[config.mk]
export PLATFORM = sky130hd
export DESIGN_NAME = mprm_top
export DESIGN_NICKNAME = d
export VERILOG_FILES = /design/src/logic/mprm_pkg.sv /design/src/logic/mprm_sync.sv /design/src/logic/mprm_top.sv
export VERILOG_INCLUDE_DIRS = /design/src /design/src/logic
export SDC_FILE = /design/constraint.sdc
export NUM_CORES = 1
export LEC_CHECK = 0
export ABC_AREA = 1
export BUFFER_PORTS_ARGS = -buffer_cell sky130_fd_sc_hd__buf_2
export CAP_MARGIN = 20
export CORE_UTILIZATION = 55
export DETAILED_ROUTE_END_ITERATION = 6
export PLACE_DENSITY = 0.87
export SYNTH_ARGS = -nofsm -noshare
export SYNTH_HDL_FRONTEND = slang
export SYNTH_HIERARCHICAL = 1
export SYNTH_SLANG_ARGS = --single-unit
[constraint.sdc]
create_clock -name clk -period 4.5 [get_ports clk]
set_input_delay 0.45 -clock clk [delete_from_list [all_inputs] [get_ports clk]]
set_output_delay 0.45 -clock clk [all_outputs]
set_load 0.1 [all_outputs]
[src/logic/mprm_map.svh]
// How it works
// - a rising power button edge leaves soft-off; its level alone does nothing
// - reset button is active low and only its falling edge requests reset
// - a held-low reset button never stretches reset; the pulse still ends
// - carrier reset for button, power fail, 12 V low, watchdog or software
// - supply drives power-good high; low power-good means not good and resets
// - suspend-imminent is asserted before any suspend begins
// - suspend-to-ram indicator is low for the whole suspend-to-ram state
// - suspend-to-disk indicator is unsupported and never asserted
// - soft-off indicator is asserted in soft-off and in no other state
// - first wake input takes pcie wakes, second takes general wakes
// - the external sensor asserts over-temp and the block latches it
// - thermal-trip output is low once the processor is in thermal shutdown
// - bus alert low raises a management interrupt or wakes, by configuration
// - four general outputs, four general inputs reading high when undriven
// - outputs hold bootstrap levels while the carrier reset is asserted
`ifndef MPRM_MAP_SVH
`define MPRM_MAP_SVH

`define MPRM_CLK_PERIOD_PS  4000
`define MPRM_RST_PULSE_NS   1000
`define MPRM_NOTICE_NS      200
`define MPRM_RST_CYCLES \
   ((`MPRM_RST_PULSE_NS*1000+`MPRM_CLK_PERIOD_PS-1)/`MPRM_CLK_PERIOD_PS)
`define MPRM_NOTICE_CYCLES \
   ((`MPRM_NOTICE_NS*1000+`MPRM_CLK_PERIOD_PS-1)/`MPRM_CLK_PERIOD_PS)
`define MPRM_CNT_W          8
`define MPRM_GP_W           4
`define MPRM_GPO_STRAP      4'hF
`define MPRM_GPO_RESET      4'hF
`define MPRM_ASYNC_W        13
`define MPRM_ASYNC_RESET    13'h1DFF

`endif

[src/logic/mprm_pkg.sv]
package mprm_pkg;

   typedef enum logic [1:0] {
      MPRM_OFF,
      MPRM_RUN,
      MPRM_NOTICE,
      MPRM_SLEEP
   } mprm_state_t;

   // pin-side asynchronous inputs, bundled for the synchroniser
   typedef struct packed {
      logic       power_button_n;
      logic       reset_button_n;
      logic       main_power_good;
      logic       vcc12_low;
      logic       pcie_wake_n;
      logic       general_wake_n;
      logic       battery_low_n;
      logic       overtemp_in_n;
      logic       mgmt_bus_alert_n;
      logic [3:0] gp_inputs;
   } mprm_async_t;

endpackage

[src/logic/mprm_sync.sv]
`timescale 1ns/1ps
`include "mprm_map.svh"
module mprm_sync
#(
   parameter int                        W       = `MPRM_ASYNC_W,
   parameter logic [`MPRM_ASYNC_W-1:0]  RST_VAL = `MPRM_ASYNC_RESET
)
(
   input  wire logic         clk,
   input  wire logic         reset_n,
   input  wire logic [W-1:0] async_in,
   output logic      [W-1:0] level_out
);

   logic [W-1:0] meta_ff;
   logic [W-1:0] s2_ff;
   logic [W-1:0] s3_ff;
   logic [W-1:0] nxt_level;
   logic [W-1:0] level_ff;

   // a bit only moves once stages two and three agree
   always_comb
   begin
      for (int i = 0; i < W; i++)
         nxt_level[i] = (s2_ff[i] == s3_ff[i]) ? s3_ff[i] : level_ff[i];
   end

   always_ff @(posedge clk or negedge reset_n)
   begin
      if (!reset_n)
      begin
         meta_ff  <= RST_VAL[W-1:0];
         s2_ff    <= RST_VAL[W-1:0];
         s3_ff    <= RST_VAL[W-1:0];
         level_ff <= RST_VAL[W-1:0];
      end
      else
      begin
         meta_ff  <= async_in;
         s2_ff    <= meta_ff;
         s3_ff    <= s2_ff;
         level_ff <= nxt_level;
      end
   end

   assign level_out = level_ff;

endmodule

[src/logic/mprm_top.sv]
`timescale 1ns/1ps
`include "mprm_map.svh"
module mprm_top
(
   input  wire logic                  clk,
   input  wire logic                  reset_n,
   input  wire logic                  power_button_n,
   input  wire logic                  reset_button_n,
   input  wire logic                  main_power_good,
   input  wire logic                  vcc12_low,
   input  wire logic                  pcie_wake_n,
   input  wire logic                  general_wake_n,
   input  wire logic                  battery_low_n,
   input  wire logic                  overtemp_in_n,
   input  wire logic                  mgmt_bus_alert_n,
   input  wire logic [`MPRM_GP_W-1:0] gp_inputs,
   input  wire logic                  watchdog_timeout,
   input  wire logic                  sw_reset_req,
   input  wire logic                  sw_sleep_req,
   input  wire logic                  sw_off_req,
   input  wire logic                  cpu_shutdown,
   input  wire logic                  alert_wake_en,
   input  wire logic                  overtemp_clear,
   input  wire logic [`MPRM_GP_W-1:0] gp_out_value,
   output logic                       carrier_reset_out_n,
   output logic                       suspend_imminent_n,
   output logic                       suspend_ram_n,
   output logic                       suspend_disk_n,
   output logic                       soft_off_n,
   output logic                       thermal_trip_n,
   output logic                       mgmt_irq_n,
   output logic                       battery_low_flag,
   output logic                       overtemp_flag,
   output logic [`MPRM_GP_W-1:0]      gp_outputs,
   output logic [`MPRM_GP_W-1:0]      gp_in_level
);

   localparam logic [`MPRM_CNT_W-1:0] RST_CYC =
      `MPRM_CNT_W'(`MPRM_RST_CYCLES);
   localparam logic [`MPRM_CNT_W-1:0] NOTICE_CYC =
      `MPRM_CNT_W'(`MPRM_NOTICE_CYCLES);

   mprm_pkg::mprm_async_t raw_pins;
   mprm_pkg::mprm_async_t pins;

   mprm_pkg::mprm_state_t state_ff;
   mprm_pkg::mprm_state_t nxt_state;
   logic [`MPRM_CNT_W-1:0] rst_cnt_ff;
   logic [`MPRM_CNT_W-1:0] nxt_rst_cnt;
   logic [`MPRM_CNT_W-1:0] notice_cnt_ff;
   logic [`MPRM_CNT_W-1:0] nxt_notice_cnt;
   logic                   to_off_ff;
   logic                   nxt_to_off;
   logic [3:0]             prev_ff;
   logic [3:0]             nxt_prev;
   logic                   trip_meta_ff;
   logic                   trip_s2_ff;
   logic                   trip_s3_ff;
   logic                   trip_lvl_ff;
   logic                   nxt_trip_lvl;
   logic                   ot_flag_ff;
   logic                   nxt_ot_flag;
   logic                   pb_rise;
   logic                   rb_fall;
   logic                   w0_fall;
   logic                   w1_fall;
   logic                   alert_low;
   logic                   wake_any;
   logic                   power_fail;
   logic                   rst_cause;
   logic                   nxt_carrier_rst_n;
   logic                   carrier_rst_n_ff;
   logic                   nxt_imminent_n;
   logic                   imminent_n_ff;
   logic                   ram_n_ff;
   logic                   off_n_ff;
   logic                   trip_out_ff;
   logic                   irq_n_ff;
   logic                   batt_ff;
   logic [`MPRM_GP_W-1:0]  gpo_ff;
   logic [`MPRM_GP_W-1:0]  nxt_gpo;

   assign raw_pins = '{power_button_n   : power_button_n,
                       reset_button_n   : reset_button_n,
                       main_power_good  : main_power_good,
                       vcc12_low        : vcc12_low,
                       pcie_wake_n      : pcie_wake_n,
                       general_wake_n   : general_wake_n,
                       battery_low_n    : battery_low_n,
                       overtemp_in_n    : overtemp_in_n,
                       mgmt_bus_alert_n : mgmt_bus_alert_n,
                       gp_inputs        : gp_inputs};

   mprm_sync u_sync
   (
      .clk       (clk),
      .reset_n   (reset_n),
      .async_in  (raw_pins),
      .level_out (pins)
   );

   // edges only from filtered levels
   assign pb_rise    = pins.power_button_n & ~prev_ff[0];
   assign rb_fall    = ~pins.reset_button_n & prev_ff[1];
   assign w0_fall    = ~pins.pcie_wake_n & prev_ff[2];
   assign w1_fall    = ~pins.general_wake_n & prev_ff[3];
   assign alert_low  = ~pins.mgmt_bus_alert_n;
   assign wake_any   = pb_rise | w0_fall | w1_fall
                     | (alert_low & alert_wake_en);
   // power-good low is a standing reset cause, not an edge
   assign power_fail = ~pins.main_power_good | pins.vcc12_low;
   // a held button adds nothing once its edge is consumed
   assign rst_cause  = rb_fall | watchdog_timeout | sw_reset_req;

   always_comb
   begin
      nxt_state      = state_ff;
      nxt_rst_cnt    = (rst_cnt_ff != '0) ? rst_cnt_ff - 1'b1 : rst_cnt_ff;
      nxt_notice_cnt = notice_cnt_ff;
      nxt_to_off     = to_off_ff;
      nxt_prev       = {pins.general_wake_n, pins.pcie_wake_n,
                        pins.reset_button_n, pins.power_button_n};
      unique case (state_ff)
         mprm_pkg::MPRM_OFF:
         begin
            if (pb_rise)
            begin
               nxt_state   = mprm_pkg::MPRM_RUN;
               nxt_rst_cnt = RST_CYC;
            end
         end
         mprm_pkg::MPRM_RUN:
         begin
            if (rst_cause)
               nxt_rst_cnt = RST_CYC;
            // low-power entry waits for any running reset to finish
            else if ((sw_sleep_req | sw_off_req) && rst_cnt_ff == '0
                     && !power_fail)
            begin
               nxt_state      = mprm_pkg::MPRM_NOTICE;
               nxt_notice_cnt = NOTICE_CYC;
               nxt_to_off     = sw_off_req;
            end
         end
         mprm_pkg::MPRM_NOTICE:
         begin
            nxt_notice_cnt = notice_cnt_ff - 1'b1;
            if (notice_cnt_ff == `MPRM_CNT_W'(1))
               nxt_state = to_off_ff ? mprm_pkg::MPRM_OFF
                                     : mprm_pkg::MPRM_SLEEP;
         end
         mprm_pkg::MPRM_SLEEP:
         begin
            if (wake_any)
            begin
               nxt_state   = mprm_pkg::MPRM_RUN;
               nxt_rst_cnt = RST_CYC;
            end
            else if (sw_off_req)
               nxt_state = mprm_pkg::MPRM_OFF;
         end
      endcase
   end

   always_comb
   begin
      // lpc devices stay out of reset during the notice so they can hear it
      nxt_carrier_rst_n = (nxt_state == mprm_pkg::MPRM_RUN
                        || nxt_state == mprm_pkg::MPRM_NOTICE)
                        && nxt_rst_cnt == '0 && !power_fail;
      nxt_imminent_n    = !(nxt_state == mprm_pkg::MPRM_NOTICE
                         || nxt_state == mprm_pkg::MPRM_SLEEP);
      // strap levels are driven while the carrier is held in reset
      nxt_gpo           = nxt_carrier_rst_n ? gp_out_value
                                            : `MPRM_GPO_STRAP;
      // a new over-temp event beats a clear in the same cycle
      nxt_ot_flag       = ~pins.overtemp_in_n
                        | (ot_flag_ff & ~overtemp_clear);
      nxt_trip_lvl      = (trip_s2_ff == trip_s3_ff) ? trip_s3_ff
                                                     : trip_lvl_ff;
   end

   always_ff @(posedge clk or negedge reset_n)
   begin
      if (!reset_n)
      begin
         state_ff         <= mprm_pkg::MPRM_OFF;
         rst_cnt_ff       <= '0;
         notice_cnt_ff    <= '0;
         to_off_ff        <= 1'b0;
         prev_ff          <= 4'hF;
         trip_meta_ff     <= 1'b0;
         trip_s2_ff       <= 1'b0;
         trip_s3_ff       <= 1'b0;
         trip_lvl_ff      <= 1'b0;
         ot_flag_ff       <= 1'b0;
         carrier_rst_n_ff <= 1'b0;
         imminent_n_ff    <= 1'b1;
         ram_n_ff         <= 1'b1;
         off_n_ff         <= 1'b0;
         trip_out_ff      <= 1'b1;
         irq_n_ff         <= 1'b1;
         batt_ff          <= 1'b0;
         gpo_ff           <= `MPRM_GPO_RESET;
      end
      else
      begin
         state_ff         <= nxt_state;
         rst_cnt_ff       <= nxt_rst_cnt;
         notice_cnt_ff    <= nxt_notice_cnt;
         to_off_ff        <= nxt_to_off;
         prev_ff          <= nxt_prev;
         trip_meta_ff     <= cpu_shutdown;
         trip_s2_ff       <= trip_meta_ff;
         trip_s3_ff       <= trip_s2_ff;
         trip_lvl_ff      <= nxt_trip_lvl;
         ot_flag_ff       <= nxt_ot_flag;
         carrier_rst_n_ff <= nxt_carrier_rst_n;
         imminent_n_ff    <= nxt_imminent_n;
         ram_n_ff         <= nxt_state != mprm_pkg::MPRM_SLEEP;
         off_n_ff         <= nxt_state != mprm_pkg::MPRM_OFF;
         trip_out_ff      <= ~trip_lvl_ff;
         irq_n_ff         <= ~(alert_low & ~alert_wake_en);
         batt_ff          <= ~pins.battery_low_n;
         gpo_ff           <= nxt_gpo;
      end
   end

   assign carrier_reset_out_n = carrier_rst_n_ff;
   assign suspend_imminent_n  = imminent_n_ff;
   assign suspend_ram_n       = ram_n_ff;
   // no suspend-to-disk support: held deasserted
   assign suspend_disk_n      = 1'b1;
   assign soft_off_n          = off_n_ff;
   assign thermal_trip_n      = trip_out_ff;
   assign mgmt_irq_n          = irq_n_ff;
   assign battery_low_flag    = batt_ff;
   assign overtemp_flag       = ot_flag_ff;
   assign gp_outputs          = gpo_ff;
   // the pull-up is on the pin; undriven inputs arrive here high
   assign gp_in_level         = pins.gp_inputs;
endmodule

Word level (Yosys, flattened, before mapping)
Index checks and enable logic that the tools add are counted. Widths: inputs -> output; s select.

Bitwise logic cells: 28. Multiplexer cells: 17. $add $sub $neg: 2. Eq/ne operators: 24. Reduce and logical (&&, ||, !) cells: 16.

Operators by type and width (number): $mux 8 (6); $pmux 8 s3 (1); $logic_not 8->1 (2); $pmux 8 s2 (1); $sub 8x1->8 const B (2); $eq 1x1->1 (14); $mux 2 (7); $not 1->1 (13); $eq 2x2->1 const B (4); $eq 8x1->1 const B (1); $or 1x1->1 (8); $pmux 2 s4 (1); $reduce_bool 8->1 (1); $and 1x1->1 (7); $ne 2x2->1 const B (3); $reduce_and 3->1 (2); $eq 2x1->1 const B (2); $logic_and 1x1->1 (4); $mux 4 (1); $reduce_bool 2->1 (2); $logic_not 1->1 (2); $logic_not 2->1 (1); $logic_or 1x1->1 (2).

Output and inout bits: 17. Register bits: 91. Input port bits: 26.

Depth between registers and ports, before layout
Depth after elaboration: 12. Mapped depth: 16.

Cells and area by module
The synthesis kept the hierarchy.

Modules (own cells, without submodules): mprm_top (area an instance 1986.9 µm², instances 1, cells each 230); mprm_sync (area an instance 1572.8 µm², instances 1, cells each 104).

Worst setup path after synthesis
OpenSTA, ideal clock, no wires.

Path kind: register to register. Start point: reg rst_cnt_ff[0]. End point: reg gpo_ff[0], in the netlist gp_outputs[0]. Buffers on the path: 0. Cell stages (with the launch flop): 16. Arrival time: 2.187 ns. Required time: 4.416 ns. Slack: 2.228 ns. Cell sequence: dfrtp_1 -> inv_1 -> ha_1 -> nand2_1 -> inv_1 -> nand2_4 -> o21ai_2 -> nand2_2 -> nand3_1 -> ha_1 -> nor3b_1 -> nand3_2 -> nor2_2 -> nand2_2 -> nor2_4 -> nand3_1.

Cells in the longest elaborated chain, start to end: 11. Elaborated cells between the ends (all ways): 20.

Ends and longest elaborated chain: from (decl) (line mprm_top.sv:48) `` logic [`MPRM_CNT_W-1:0] rst_cnt_ff; ``; from (signal assigned) (line mprm_top.sv:209) `rst_cnt_ff <= nxt_rst_cnt;`; $logic_not 8->1 (*) (line mprm_top.sv:137) `else if ((sw_sleep_req | sw_off_req) && rst_cnt_ff == '0`; $logic_and 1x1->1 (*) (line mprm_top.sv:137); $logic_and 1x1->1 (*) (line mprm_top.sv:138) `&& !power_fail)`; $mux 2 (*) (line mprm_top.sv:137); $mux 2 (*) (line mprm_top.sv:134) `if (rst_cause)`; $pmux 2 s4 (*) (line mprm_top.sv:123) `unique case (state_ff)`; net nxt_state[1] (line mprm_top.sv:47) `mprm_pkg::mprm_state_t nxt_state;`; $eq 2x1->1 or $eq 2x2->1 (tied branches) (line mprm_top.sv:168, mprm_top.sv:169); $logic_or 1x1->1 (*) (line mprm_top.sv:169) `|| nxt_state == mprm_pkg::MPRM_NOTICE)`; $logic_and 1x1->1 (*) (2 in series) (line mprm_top.sv:170) `&& nxt_rst_cnt == '0 && !power_fail;`; $mux 4 (no line) (*); net nxt_gpo[0] (line mprm_top.sv:81) `` logic [`MPRM_GP_W-1:0] nxt_gpo; ``; to (signal assigned) (line mprm_top.sv:204) `` gpo_ff <= `MPRM_GPO_RESET; ``; to (signal assigned) (line mprm_top.sv:225) `gpo_ff <= nxt_gpo;`; to (decl) (line mprm_top.sv:80) `` logic [`MPRM_GP_W-1:0] gpo_ff; ``.

Mark *: on every way through the listed nets, which the timed path passes. The rest lies on a longest branch. A chain may end at the register's enable or synchronous reset.

Final worst setup path
Ends and elaborated chain as after synthesis.

==> flow_metrics.env <==
export IMPL_floorplan_rows=28
export IMPL_postRouteWirelength_mm=5.99
export IMPL_syn_instance_count=334
export IMPL_rsz0062_at_grt="no"
export IMPL_period_needed_ns=2.62
export IMPL_initial_core_util=0.584
export IMPL_yosys_warnings=6
export IMPL_drt_iter0_drc=119
export IMPL_seq_area_um2=2350
export IMPL_dr_total_vias=2335
export IMPL_cp_arrival_ns=2.90
export IMPL_async_flop_share=1.00
export IMPL_ys_seq_area_frac=0.661
export IMPL_cp_data_required_time_ns=4.78
export IMPL_setup_viol=0
export IMPL_syn_to_final_growth_pct=15.1
export IMPL_fin_setup_tns_ns=0
export IMPL_ios=43
export IMPL_clk_latency_ns=0.35
export IMPL_antenna_found_initial=0
export IMPL_cts_sinks=91
export IMPL_ant_nets=0
export IMPL_cts_buffer_depth=2
export IMPL_wire_per_inst_um=12.8
export IMPL_worstPathMaxFanout=10
export IMPL_hold_buffers=0
export IMPL_multi_input_area_um2=978
export IMPL_clock_skew_ns=0.0122
export IMPL_maxSlewViolCount=0
export IMPL_finalHoldViolations=0
export IMPL_synth_ff_type="dfstp_2"
export IMPL_stdcell_count=467
export IMPL_period_share=0.581
export IMPL_worst_hold_slack_ns=0.184
export IMPL_powerDensity_nw_per_um2=390
export IMPL_ir_drop_v=0.000252
export IMPL_gp_congestion=0.864
export IMPL_finalNetCount=419
export IMPL_utilization=0.672
export IMPL_cts_root_buf="clkbuf_8"
export IMPL_cts_clk_slew_worst_paths_ns=0.09
export IMPL_crit_start="rst_cnt_ff[0]"
export IMPL_drive_above_1_share=0.367
export IMPL_netlist_top_cells_count="60 x dfstp_2, 58 x nand2_1, 56 x inv_1"
export IMPL_yosysTopAreaCellShare=0.443
export IMPL_cpMaxStageDelayCell="dfrtp_1"
export IMPL_htree_num_levels=3
export IMPL_via_per_inst=5.00
export IMPL_synth_area_leaders="dfstp_2 44%, dfrtp_1 22%, nand2_1 6.1%"
export IMPL_design_die_area_um2=6800
export IMPL_die_w_um=82.5
export IMPL_die_h_um=82.5
export IMPL_worst_setup_path_start_kind="flop"
export IMPL_netlist_area_um2=3560
export IMPL_path_cells="inv_1 > ha_1 > nand2_1 > inv_1 > nand2_4 > o21ai_2 > nand2_2 > nand3_1 > ha_1 > nor3b_1 > nand3_2 > nor2_2 > nand2_2 > nor2_4 > nand3_1"
export IMPL_worstSetupPathType="reg -> reg"
export IMPL_grt_overflow=0
export IMPL_grt_max_degree=92
export IMPL_slowest_delay_ns=0.40
export IMPL_antenna_cells=0
export IMPL_cts_resized=0
export IMPL_grt_pass1_wl_mm=9.87
export IMPL_io_buffers=41
export IMPL_yosysUniqueCellTypes=31
export IMPL_cts_tree="built"
export IMPL_synth_area_leader_cell="dfstp_2"
export IMPL_maxCapViolations=0
export IMPL_cts_buffers=9
export IMPL_status="finished clean"
export IMPL_nFillCells=447
export IMPL_core_um2=6100
export IMPL_dp_cells=449
export IMPL_ys_seq_elements=91
export IMPL_end_kind="flop"
export IMPL_p_leak_uw=0.00203
export IMPL_grt_pass1_vias=2298
export IMPL_clock_fmax_mhz=382
export IMPL_worstReg2RegStart="rst_cnt_ff[0]"
export IMPL_yosys_cell_count_top_type="dfstp_2"
export IMPL_hp_class="in -> reg"
export IMPL_track_usage=0.203
export IMPL_synth_nets=366
export IMPL_drc=0
export IMPL_dp_hpwl_mm=4.17
export IMPL_cts_setup_buffers=0
export IMPL_firstDrtPassIters=5
export IMPL_holdCritStartpoint="battery_low_n"
export IMPL_avgSynthCellArea_um2=10.7
export IMPL_synth_edf_count=0
## logic make-up (layout without fill, tap and decap cells)
kind of cell,count (synthesis),after routing,synth area share
other,1,1,0.00105
adders and majority gates,7,7,0.0239
DFF,91,91,0.661
AOI/OAI and AO/OA,32,32,0.0489
buffers and inverters,60,118,0.0643
and+or+nand+nor,141,141,0.194
xor gates and xnor gates,2,2,0.00703
## cell type report
cell class | instances | share of cell area
flip-flops and latches | 91 | 0.574
multi-input cells | 183 | 0.239
repair buffers | 43 | 0.0599
inverters | 59 | 0.0541
clock buffers | 13 | 0.0391
well taps | 75 | 0.0229
clock inverters | 3 | 0.0110
## per-stage QoR
step / instance area [µm²] / setup WS [ns] / total power, µW
CTS: 4060 / 1.84 / 1610
floorplan: 3560 / 2.23 / 1000
finish: 4100 / 1.88 / 1600
detailed placement: 3850 / 1.84 / 1050
global route: 4100 / 1.63 / 1660
global placement: 3850 / 2.08 / 1040
## metal layers
layer / vias up / part of all wire / global-route usage
met4: 0 / 0.024 / 0.111
li1: 1141 / - / -
met1: 1116 / 0.42 / 0.238
met3: 20 / 0.045 / 0.0681
met2: 58 / 0.51 / 0.330
met5: - / 0 / 0
## power breakdown
group	switching (µW)	total [µW]	internal [µW]
Sequential	23.0	906	883
Clock	266	560	294
Combinational	101	132	31.2
Total	390	1600	1210
## critical path, delay by kind of cell (launching register included)
family / cells / cell delay [ns]
compound gates: 1 / 0.08
fa+ha+maj: 2 / 0.52
buf+inv: 2 / 0.21
flops: 1 / 0.40
simple gates: 10 / 1.35
## path summary, 6_finish.rpt
check                                     end  slack, ns  depth (start not counted)
hold / removal              u_sync/meta_ff[6]       0.18                          1
setup / recovery                gp_outputs[0]       1.88                         15
hold reg to reg               u_sync/s2_ff[9]       0.35                          0
max in group asynchronous  u_sync/meta_ff[10]       3.41                          3
min in group asynchronous        trip_meta_ff       0.45                          2
setup reg to reg                gp_outputs[0]       1.88                         15
## sequential cells by signal, summed over array words and instances (netlist names), 2 cells and up
name,flops
gp_outputs,4
notice_cnt_ff,8
prev_ff,4
rst_cnt_ff,8
state_ff,2
u_sync/level_out,13
u_sync/meta_ff,13
u_sync/s2_ff,13
u_sync/s3_ff,13
## layout by cell type, fill, tap and decap left out, types with 8 or more instances in the layout
master and instances:
dfstp_2 60, nand2_1 58, inv_1 56, buf_2 40, dfrtp_1 31, nor2_1 30, nand3_1 20, a21oi_1 19
clkbuf_8 9, o21ai_0 8
No activity file was read; power rests on OpenSTA's default activity.
